## config.mk

```make
export PLATFORM = sky130hd
export DESIGN_NAME = bus_state_unit
export DESIGN_NICKNAME = d
export VERILOG_FILES = /design/src/hw/bus_state_unit.v
export VERILOG_INCLUDE_DIRS = /design/src /design/src/hw
export SDC_FILE = /design/constraint.sdc
export NUM_CORES = 1
export LEC_CHECK = 0
export ABC_AREA = 1
export BUFFER_PORTS_ARGS = -buffer_cell sky130_fd_sc_hd__buf_4
export CORE_ASPECT_RATIO = 0.5
export CORE_UTILIZATION = 53
export DETAILED_ROUTE_END_ITERATION = 10
export PLACE_DENSITY = 0.86
export SYNTH_ARGS = -nofsm -noshare
export SYNTH_HDL_FRONTEND = slang
export SYNTH_SLANG_ARGS = --single-unit
export TNS_END_PERCENT = 10
```

## constraint.sdc

```tcl
create_clock -name ref_clk -period 2.7 [get_ports ref_clk]
set_input_delay 0.54 -clock ref_clk [delete_from_list [all_inputs] [get_ports ref_clk]]
set_output_delay 0.54 -clock ref_clk [all_outputs]
set_load 0.02 [all_outputs]
```

## src/hw/bus_state_unit_defs.vh

```
// Constants for the bus state unit register set
`ifndef BUS_STATE_UNIT_DEFS_VH
`define BUS_STATE_UNIT_DEFS_VH

// Register select codes on wr_sel
`define SEL_BUS_CONTROL_ONE          4'h0
`define SEL_BUS_CONTROL_TWO          4'h1
`define SEL_WAIT_CONTROL_ONE         4'h2
`define SEL_WAIT_CONTROL_TWO         4'h3
`define SEL_MEMORY_CONTROL           4'h4
`define SEL_SECOND_MEMORY_CONTROL    4'h5
`define SEL_CARD_INTERFACE_CONTROL   4'h6
`define SEL_REFRESH_TIMER_CTRL       4'h7
`define SEL_REFRESH_TIMER_COUNTER    4'h8
`define SEL_REFRESH_TIME_CONSTANT    4'h9
`define SEL_REFRESH_COUNT            4'hA
`define SEL_PORT_CONTROL             4'hB
`define SEL_PORT_DATA                4'hC

// Power-on values
`define RST_BUS_CONTROL_ONE          16'h0000
`define RST_BUS_CONTROL_TWO          16'h3FFC
`define RST_WAIT_CONTROL_ONE         16'h3FFF
`define RST_WAIT_CONTROL_TWO         16'hFFFF
`define RST_MEMORY_CONTROL           16'h0000
`define RST_SECOND_MEMORY_CONTROL    16'h0000
`define RST_CARD_INTERFACE_CONTROL   16'h0000
`define RST_REFRESH_TIMER_CTRL       16'h0000
`define RST_REFRESH_TIMER_COUNTER    16'h0000
`define RST_REFRESH_TIME_CONSTANT    16'h0000
`define RST_REFRESH_COUNT            16'h0000
`define RST_PORT_CONTROL             16'h0000

// Refresh timer control and status fields
`define CTRL_MATCH_FLAG_BIT          7
`define CTRL_CLOCK_SEL_HI            5
`define CTRL_CLOCK_SEL_LO            3
`define CTRL_CLOCK_SEL_OFF           3'h0

// Counter step and clear values
`define COUNT_ONE                    16'h0001
`define COUNT_ZERO                   16'h0000
`define PRESCALE_ONE                 8'h01
`define PRESCALE_ZERO                8'h00

`endif

```

## src/hw/bus_state_unit.v

```verilog
// Bus state unit register set with reset and power-down retention
`timescale 1ns/1ps
`include "bus_state_unit_defs.vh"

module bus_state_unit #(
    parameter [7:0] PRESCALE = 8'h04
) (
    input  wire        ref_clk,
    input  wire        reset,
    input  wire        manual_reset,
    input  wire        standby,
    input  wire        sleep,
    input  wire        wr_en,
    input  wire [3:0]  wr_sel,
    input  wire [15:0] wr_data,
    output wire [15:0] bus_control_one,
    output wire [15:0] bus_control_two,
    output wire [15:0] wait_control_one,
    output wire [15:0] wait_control_two,
    output wire [15:0] memory_control,
    output wire [15:0] second_memory_control,
    output wire [15:0] card_interface_control,
    output wire [15:0] refresh_timer_ctrl_status,
    output wire [15:0] refresh_timer_counter,
    output wire [15:0] refresh_time_constant,
    output wire [15:0] refresh_count,
    output wire [15:0] port_control,
    output wire [15:0] port_data,
    output wire        refresh_request
);

    reg  [15:0] bus_control_one_q;
    reg  [15:0] bus_control_two_q;
    reg  [15:0] wait_control_one_q;
    reg  [15:0] wait_control_two_q;
    reg  [15:0] memory_control_q;
    reg  [15:0] second_memory_control_q;
    reg  [15:0] card_interface_control_q;
    reg  [15:0] ctrl_status_q;
    reg  [15:0] ctrl_status_d;
    reg  [15:0] timer_counter_q;
    reg  [15:0] timer_counter_d;
    reg  [15:0] time_constant_q;
    reg  [15:0] refresh_count_q;
    reg  [15:0] refresh_count_d;
    reg  [15:0] port_control_q;
    reg  [15:0] port_data_q;
    reg  [7:0]  prescale_q;
    reg  [7:0]  prescale_d;
    reg         refresh_request_q;
    reg         refresh_request_d;

    wire        sw_write;
    wire        timer_enabled;
    wire        tick;
    wire        match;
    wire        wr_bus_control_one;
    wire        wr_bus_control_two;
    wire        wr_wait_control_one;
    wire        wr_wait_control_two;
    wire        wr_memory_control;
    wire        wr_second_memory_control;
    wire        wr_card_interface_control;
    wire        wr_refresh_timer_ctrl;
    wire        wr_refresh_timer_counter;
    wire        wr_refresh_time_constant;
    wire        wr_refresh_count;
    wire        wr_port_control;
    wire        wr_port_data;

    // Writes only when awake and out of manual reset
    assign sw_write      = wr_en & ~manual_reset & ~standby & ~sleep;
    assign timer_enabled = ctrl_status_q[`CTRL_CLOCK_SEL_HI:`CTRL_CLOCK_SEL_LO]
                           != `CTRL_CLOCK_SEL_OFF;
    assign tick          = timer_enabled & (prescale_q == PRESCALE - `PRESCALE_ONE);
    assign match         = tick & (timer_counter_q == time_constant_q);

    // Per-register write strobes
    assign wr_bus_control_one        = sw_write & (wr_sel == `SEL_BUS_CONTROL_ONE);
    assign wr_bus_control_two        = sw_write & (wr_sel == `SEL_BUS_CONTROL_TWO);
    assign wr_wait_control_one       = sw_write & (wr_sel == `SEL_WAIT_CONTROL_ONE);
    assign wr_wait_control_two       = sw_write & (wr_sel == `SEL_WAIT_CONTROL_TWO);
    assign wr_memory_control         = sw_write & (wr_sel == `SEL_MEMORY_CONTROL);
    assign wr_second_memory_control  = sw_write & (wr_sel == `SEL_SECOND_MEMORY_CONTROL);
    assign wr_card_interface_control = sw_write & (wr_sel == `SEL_CARD_INTERFACE_CONTROL);
    assign wr_refresh_timer_ctrl     = sw_write & (wr_sel == `SEL_REFRESH_TIMER_CTRL);
    assign wr_refresh_timer_counter  = sw_write & (wr_sel == `SEL_REFRESH_TIMER_COUNTER);
    assign wr_refresh_time_constant  = sw_write & (wr_sel == `SEL_REFRESH_TIME_CONSTANT);
    assign wr_refresh_count          = sw_write & (wr_sel == `SEL_REFRESH_COUNT);
    assign wr_port_control           = sw_write & (wr_sel == `SEL_PORT_CONTROL);
    assign wr_port_data              = sw_write & (wr_sel == `SEL_PORT_DATA);

    // Bus control one
    always @(posedge ref_clk) begin
        if (reset) begin
            bus_control_one_q <= `RST_BUS_CONTROL_ONE;
        end else if (wr_bus_control_one) begin
            bus_control_one_q <= wr_data;
        end
    end

    // Bus control two
    always @(posedge ref_clk) begin
        if (reset) begin
            bus_control_two_q <= `RST_BUS_CONTROL_TWO;
        end else if (wr_bus_control_two) begin
            bus_control_two_q <= wr_data;
        end
    end

    // Wait control one
    always @(posedge ref_clk) begin
        if (reset) begin
            wait_control_one_q <= `RST_WAIT_CONTROL_ONE;
        end else if (wr_wait_control_one) begin
            wait_control_one_q <= wr_data;
        end
    end

    // Wait control two
    always @(posedge ref_clk) begin
        if (reset) begin
            wait_control_two_q <= `RST_WAIT_CONTROL_TWO;
        end else if (wr_wait_control_two) begin
            wait_control_two_q <= wr_data;
        end
    end

    // Memory control
    always @(posedge ref_clk) begin
        if (reset) begin
            memory_control_q <= `RST_MEMORY_CONTROL;
        end else if (wr_memory_control) begin
            memory_control_q <= wr_data;
        end
    end

    // Second memory control
    always @(posedge ref_clk) begin
        if (reset) begin
            second_memory_control_q <= `RST_SECOND_MEMORY_CONTROL;
        end else if (wr_second_memory_control) begin
            second_memory_control_q <= wr_data;
        end
    end

    // Card interface control
    always @(posedge ref_clk) begin
        if (reset) begin
            card_interface_control_q <= `RST_CARD_INTERFACE_CONTROL;
        end else if (wr_card_interface_control) begin
            card_interface_control_q <= wr_data;
        end
    end

    // Refresh time constant
    always @(posedge ref_clk) begin
        if (reset) begin
            time_constant_q <= `RST_REFRESH_TIME_CONSTANT;
        end else if (wr_refresh_time_constant) begin
            time_constant_q <= wr_data;
        end
    end

    // Port control
    always @(posedge ref_clk) begin
        if (reset) begin
            port_control_q <= `RST_PORT_CONTROL;
        end else if (wr_port_control) begin
            port_control_q <= wr_data;
        end
    end

    // Port data has no power-on value
    always @(posedge ref_clk) begin
        if (wr_port_data) begin
            port_data_q <= wr_data;
        end
    end

    // Prescaler: one tick every PRESCALE cycles while enabled
    always @* begin
        prescale_d = prescale_q;
        if (!standby) begin
            if (!timer_enabled || tick) begin
                prescale_d = `PRESCALE_ZERO;
            end else begin
                prescale_d = prescale_q + `PRESCALE_ONE;
            end
        end
    end

    // Control and status: a match sets the flag over a write
    always @* begin
        ctrl_status_d = ctrl_status_q;
        if (!standby) begin
            if (wr_refresh_timer_ctrl) begin
                ctrl_status_d = wr_data;
            end
            if (match) begin
                ctrl_status_d[`CTRL_MATCH_FLAG_BIT] = 1'h1;
            end
        end
    end

    // Timer counter: hardware update wins over a write
    always @* begin
        timer_counter_d = timer_counter_q;
        if (!standby) begin
            if (match) begin
                timer_counter_d = `COUNT_ZERO;
            end else if (tick) begin
                timer_counter_d = timer_counter_q + `COUNT_ONE;
            end else if (wr_refresh_timer_counter) begin
                timer_counter_d = wr_data;
            end
        end
    end

    // Refresh count: a match wins over a write
    always @* begin
        refresh_count_d = refresh_count_q;
        if (!standby) begin
            if (match) begin
                refresh_count_d = refresh_count_q + `COUNT_ONE;
            end else if (wr_refresh_count) begin
                refresh_count_d = wr_data;
            end
        end
    end

    // Request pulse for one cycle after each match
    always @* begin
        refresh_request_d = 1'h0;
        if (!standby && match) begin
            refresh_request_d = 1'h1;
        end
    end

    // Running registers keep going through manual reset and sleep
    always @(posedge ref_clk) begin
        if (reset) begin
            ctrl_status_q <= `RST_REFRESH_TIMER_CTRL;
        end else begin
            ctrl_status_q <= ctrl_status_d;
        end
    end

    always @(posedge ref_clk) begin
        if (reset) begin
            timer_counter_q <= `RST_REFRESH_TIMER_COUNTER;
        end else begin
            timer_counter_q <= timer_counter_d;
        end
    end

    always @(posedge ref_clk) begin
        if (reset) begin
            refresh_count_q <= `RST_REFRESH_COUNT;
        end else begin
            refresh_count_q <= refresh_count_d;
        end
    end

    always @(posedge ref_clk) begin
        if (reset) begin
            prescale_q <= `PRESCALE_ZERO;
        end else begin
            prescale_q <= prescale_d;
        end
    end

    always @(posedge ref_clk) begin
        if (reset) begin
            refresh_request_q <= 1'h0;
        end else begin
            refresh_request_q <= refresh_request_d;
        end
    end

    assign bus_control_one           = bus_control_one_q;
    assign bus_control_two           = bus_control_two_q;
    assign wait_control_one          = wait_control_one_q;
    assign wait_control_two          = wait_control_two_q;
    assign memory_control            = memory_control_q;
    assign second_memory_control     = second_memory_control_q;
    assign card_interface_control    = card_interface_control_q;
    assign refresh_timer_ctrl_status = ctrl_status_q;
    assign refresh_timer_counter     = timer_counter_q;
    assign refresh_time_constant     = time_constant_q;
    assign refresh_count             = refresh_count_q;
    assign port_control              = port_control_q;
    assign port_data                 = port_data_q;
    assign refresh_request           = refresh_request_q;

endmodule // bus_state_unit

```

# == After elaboration in Yosys (flattened, before gate mapping) ==
# Index checks and enable logic that the tools add are counted.
# W data, S select, Z words.
# word_totals
regBits,217
latchBits,0
mem_bits_rw,0
rom_bits,0
in_bits,26
out_inout_bits,209
wordCells,76
mem_count,0
# classes
addsub,3
n_mul,0
div,0
n_lt_le_gt_ge,0
eq_ne,14
n_shift,0
muxes,9
bitwise_logic,21
reduce_logical,13
# op_table
operator,count
$mux W16,5
$add A16 B1 Y16 const B,2
$eq A4 B4 Y1 const B,5
$and A1 B1 Y1,18
$eq A16 B16 Y1,1
$eq A4 B3 Y1 const B,4
$mux W8,2
$add A8 B1 Y8 const B,1
$eq A4 B2 Y1 const B,2
$eq A8 B2 Y1 const B,1
$reduce_and A2 Y1,4
$reduce_bool A3 Y1,2
$eq A4 B1 Y1 const B,1
$logic_not A4 Y1,1
$reduce_bool A2 Y1,2
$not A1 Y1,3
$logic_not A1 Y1,2
$mux W1,2
$logic_and A1 B1 Y1,1
$logic_or A1 B1 Y1,1

# == Depth between registers and ports, before layout ==
# depth
depth_word,8
depth_mapped,14

# == Worst setup path before layout ==
# No wires, ideal clock.
# synth_path
path_type,input -> register
start,input manual_reset
end,"register port_data_q[0] (netlist: port_data[0]), enable pin"
setup_time_ns,0.409
arrival_ns,2.083
required_time_ns,2.291
slack_ns,0.208
path_stages,5
n_path_buf,0
cell_sequence,nor2_1 > nand3_2 > nor2_1 > inv_2 > nor3_1
# synth_via
elab_chain_cells,5
# synth_rtl
element,line_no,text
from (decl),bus_state_unit.v:10,"input wire manual_reset,"
$not A1 Y1,bus_state_unit.v:72,assign sw_write = wr_en & ~manual_reset & ~standby & ~sleep;
$and A1 B1 Y1 (3 in series),bus_state_unit.v:72,
$and A1 B1 Y1,bus_state_unit.v:91,assign wr_port_data = sw_write & (wr_sel == `SEL_PORT_DATA);
via wr_port_data,bus_state_unit.v:69,wire wr_port_data;
to (signal assigned),bus_state_unit.v:177,port_data_q <= wr_data;
to (decl),bus_state_unit.v:47,reg [15:0] port_data_q;
# The timed path passes the listed nets, and every way through them passes these cells.
# A chain may end at the register's enable or synchronous reset.

# == Worst setup path in the final report ==
# layout_path
start,register prescale_q[1]
end,register timer_counter_q[7] (netlist: refresh_timer_counter[7])
# layout_via
elab_chain_cells,5
word_cells_on_any_way,7
classes_between,eq/ne: 1; mux: 2; bitwise: 2; reduce/logical: 2
# layout_rtl
element,line_no,text
from (decl),bus_state_unit.v:48,reg [7:0] prescale_q;
from (signal assigned),bus_state_unit.v:267,prescale_q <= `PRESCALE_ZERO;
from (signal assigned),bus_state_unit.v:269,prescale_q <= prescale_d;
$eq A8 B2 Y1 (no source line) *,--,
$and A1 B1 Y1 *,bus_state_unit.v:75,assign tick = timer_enabled & (prescale_q == PRESCALE - `PRESCALE_ONE);
$and A1 B1 Y1,bus_state_unit.v:76,assign match = tick & (timer_counter_q == time_constant_q);
$reduce_bool A3 Y1 (no source line),--,
$reduce_and A2 Y1 (no source line),--,
to (signal assigned),bus_state_unit.v:251,timer_counter_q <= `RST_REFRESH_TIMER_COUNTER;
to (signal assigned),bus_state_unit.v:253,timer_counter_q <= timer_counter_d;
to (decl),bus_state_unit.v:41,reg [15:0] timer_counter_q;
# Mark *: on every way between the ends. The rest lies on a longest branch, timed or not.

==> flow_metrics.tcl <==
set metrics [dict create \
    skew_ns 0.0108 \
    grt-ovfl-total 0 \
    cp_data_required_time_ns 3.13 \
    synth_edf_count 16 \
    cts_buffers 20 \
    dieArea_um2 17500 \
    endpoint_kind "register" \
    syn_to_final_growth_pct 28.5 \
    criticalPathCategory "register to register" \
    setup_viol 0 \
    final_hold_viol_count 0 \
    place.gp.congestion 0.916 \
    tightest_slew_ns 0.833 \
    grt_pass1_wl_um 42000 \
    timing.slew.headroom_pct 44.4 \
    diodes 0 \
    nNetsFinal 1389 \
    rows 33 \
    clk_path_buf_depth 3 \
    wire_per_inst_um 17.4 \
    grt_pass1_vias 8013 \
    vias 8776 \
    fin_setup_tns_ns 0 \
    clk_pin_slew_ns 0.07 \
    status "finished clean" \
    clock-sinks 217 \
    path_max_fanout 17 \
    htreeDepth 1 \
    leakagePower_nw 5.28 \
    grt_max_degree 79 \
    initial_core_util_pct 54.6 \
    synth_top_area_cell "dfxtp_1" \
    viasPerCell 5.48 \
    synth_most_common_cell "nand2_1" \
    port_buffers 234 \
    dieHeight_um 94.1 \
    utilization_pct 70.2 \
    synthTopCellsByArea "dfxtp_1, nand2_1, a21oi_1" \
    dp_hpwl_um 18700 \
    async_flop_share_pct 0 \
    grt_antenna_before_repair 0 \
    synth_area_um2 8990 \
    io_pins 235 \
    routed_wl_um 27900 \
    synth_nets 1191 \
    cts_hold_buf 0 \
    drc 0 \
    cts_resized 0 \
    yosysTopAreaCellShare_pct 44.7 \
    synth.avg_cell_area_um2 7.74 \
    track_usage_pct 31.1 \
    maxCapViolCount 0 \
    cts-root-buf "clkbuf_16" \
    ant_nets 0 \
    synth-seq-cells 217 \
    fin_crit_sh_pct 80.8 \
    critPathLaunchType "register" \
    hp-class "primary input to register" \
    ys.warnings.count 0 \
    synthFlopType "dfxtp_1" \
    slew_violations 0 \
    peakVddDrop_mv 0.392 \
    power.density_nw_per_um2 574 \
    cts_tree "done" \
    die-width_um 186 \
    rsz0062_at_grt "no" \
    ys_top_cells_by_count "nand2_1, dfxtp_1, a21oi_1, o21ai_0, nor2_1" \
    cts_setup_buffers 0 \
    synth_cell_types 38 \
    clock_latency_ns 0.51 \
    dr.pass1.iters 6 \
    postSynthCellCount 1162 \
    drive_above_1_share_pct 23.4 \
    synth_seq_area_share_pct 50.1 \
    period_minus_slack_ns 2.18 \
    cp.arrival_ns 2.61 \
    drtIter0Drc 922 \
    core_um2 16500 \
    fmax_ghz 0.458 \
]
-- cell families after synthesis --
family / Yosys count / synth area share (%)
AND/OR/NAND/NOR: 422 / 19.7
buffers and inverters: 172 / 8.07
flip-flops: 217 / 50.1
XOR/XNOR: 22 / 2.14
adder cells (fa/ha/maj): 3 / 0.417
AO/OA/AOI/OAI: 326 / 19.6
-- per-stage QoR --
stage	setup slack [ns]	instance area (µm²)	hold WS, ns	std cells	total power [mW]
after floorplan	0.208	8990	0.474	1162	3.47
after global placement	0.431	10800	0.457	1565	3.61
after detailed placement	0.380	10800	0.466	1565	3.61
after CTS	0.560	11600	0.207	1601	6.65
after global routing	0.295	11600	0.208	1601	6.82
final	0.518	11600	0.216	1601	6.63
-- metal layers --
metal	up-vias	routed length (µm)	share of wire (%)	track usage [%]
li1	4231	-	-	-
met1	4052	11500	41	40.6
met2	417	12600	45	50.6
met3	76	2890	10	7.44
met4	0	879	3.2	10.4
met5	-	0	0	0
-- path summary, 6_finish.rpt --
kind / startpoint / end / slack [ns] / cells past startpoint
worst max-delay path: prescale_q[1] / refresh_timer_counter[7] / 0.52 / 9
worst min-delay path: wr_data[1] / port_data[1] / 0.22 / 1
worst max register to register: prescale_q[1] / refresh_timer_counter[7] / 0.52 / 9
worst min register to register: wait_control_one[2] / wait_control_one[2] / 0.48 / 2
-- cells in the final DEF, fill, tap and decap left out, types with 4 or more instances in the layout --
| cell | instances |
|---|---|
| nand2_1 | 249 |
| nor3_1 | 14 |
| inv_1 | 83 |
| clkbuf_16 | 21 |
| nor2_1 | 93 |
| clkinv_1 | 4 |
| xor2_1 | 19 |
| buf_4 | 249 |
| clkinvlp_4 | 4 |
| nor2_2 | 10 |
| o21ai_0 | 133 |
| o21ai_1 | 7 |
| nand4_1 | 9 |
| nand3_1 | 32 |
| o211ai_1 | 42 |
| o21ai_2 | 4 |
| dfxtp_1 | 201 |
| a21oi_1 | 135 |
| edfxtp_1 | 16 |
| inv_2 | 9 |
-- final cells by class --
class | instances | area [µm²]
clock buffer | 26 | 574
clock inverter | 10 | 143
fill | 1250 | 4920
inverter | 97 | 367
multi-input combinational | 773 | 3780
sequential | 217 | 4500
tap | 227 | 284
timing repair buffer | 251 | 1910
-- power by group --
| group | internal (mW) | switching (mW) |
|---|---|---|
| clock network | 1.81 | 1.28 |
| logic | 0.0794 | 0.210 |
| registers | 3.25 | 0.00817 |
| total | 5.13 | 1.50 |
-- worst max-delay path, cell delays in order, from the launching register on --
cell     delay (ns)
dfxtp_1        0.41
ha_1           0.23
nand2_1        0.08
nor2_2         0.13
nand3_2        0.17
o21ai_2        0.12
nand2_2        0.25
nor2_4         0.42
nand3_1        0.14
a21oi_1        0.15
No activity file was read; power rests on OpenSTA's default activity.
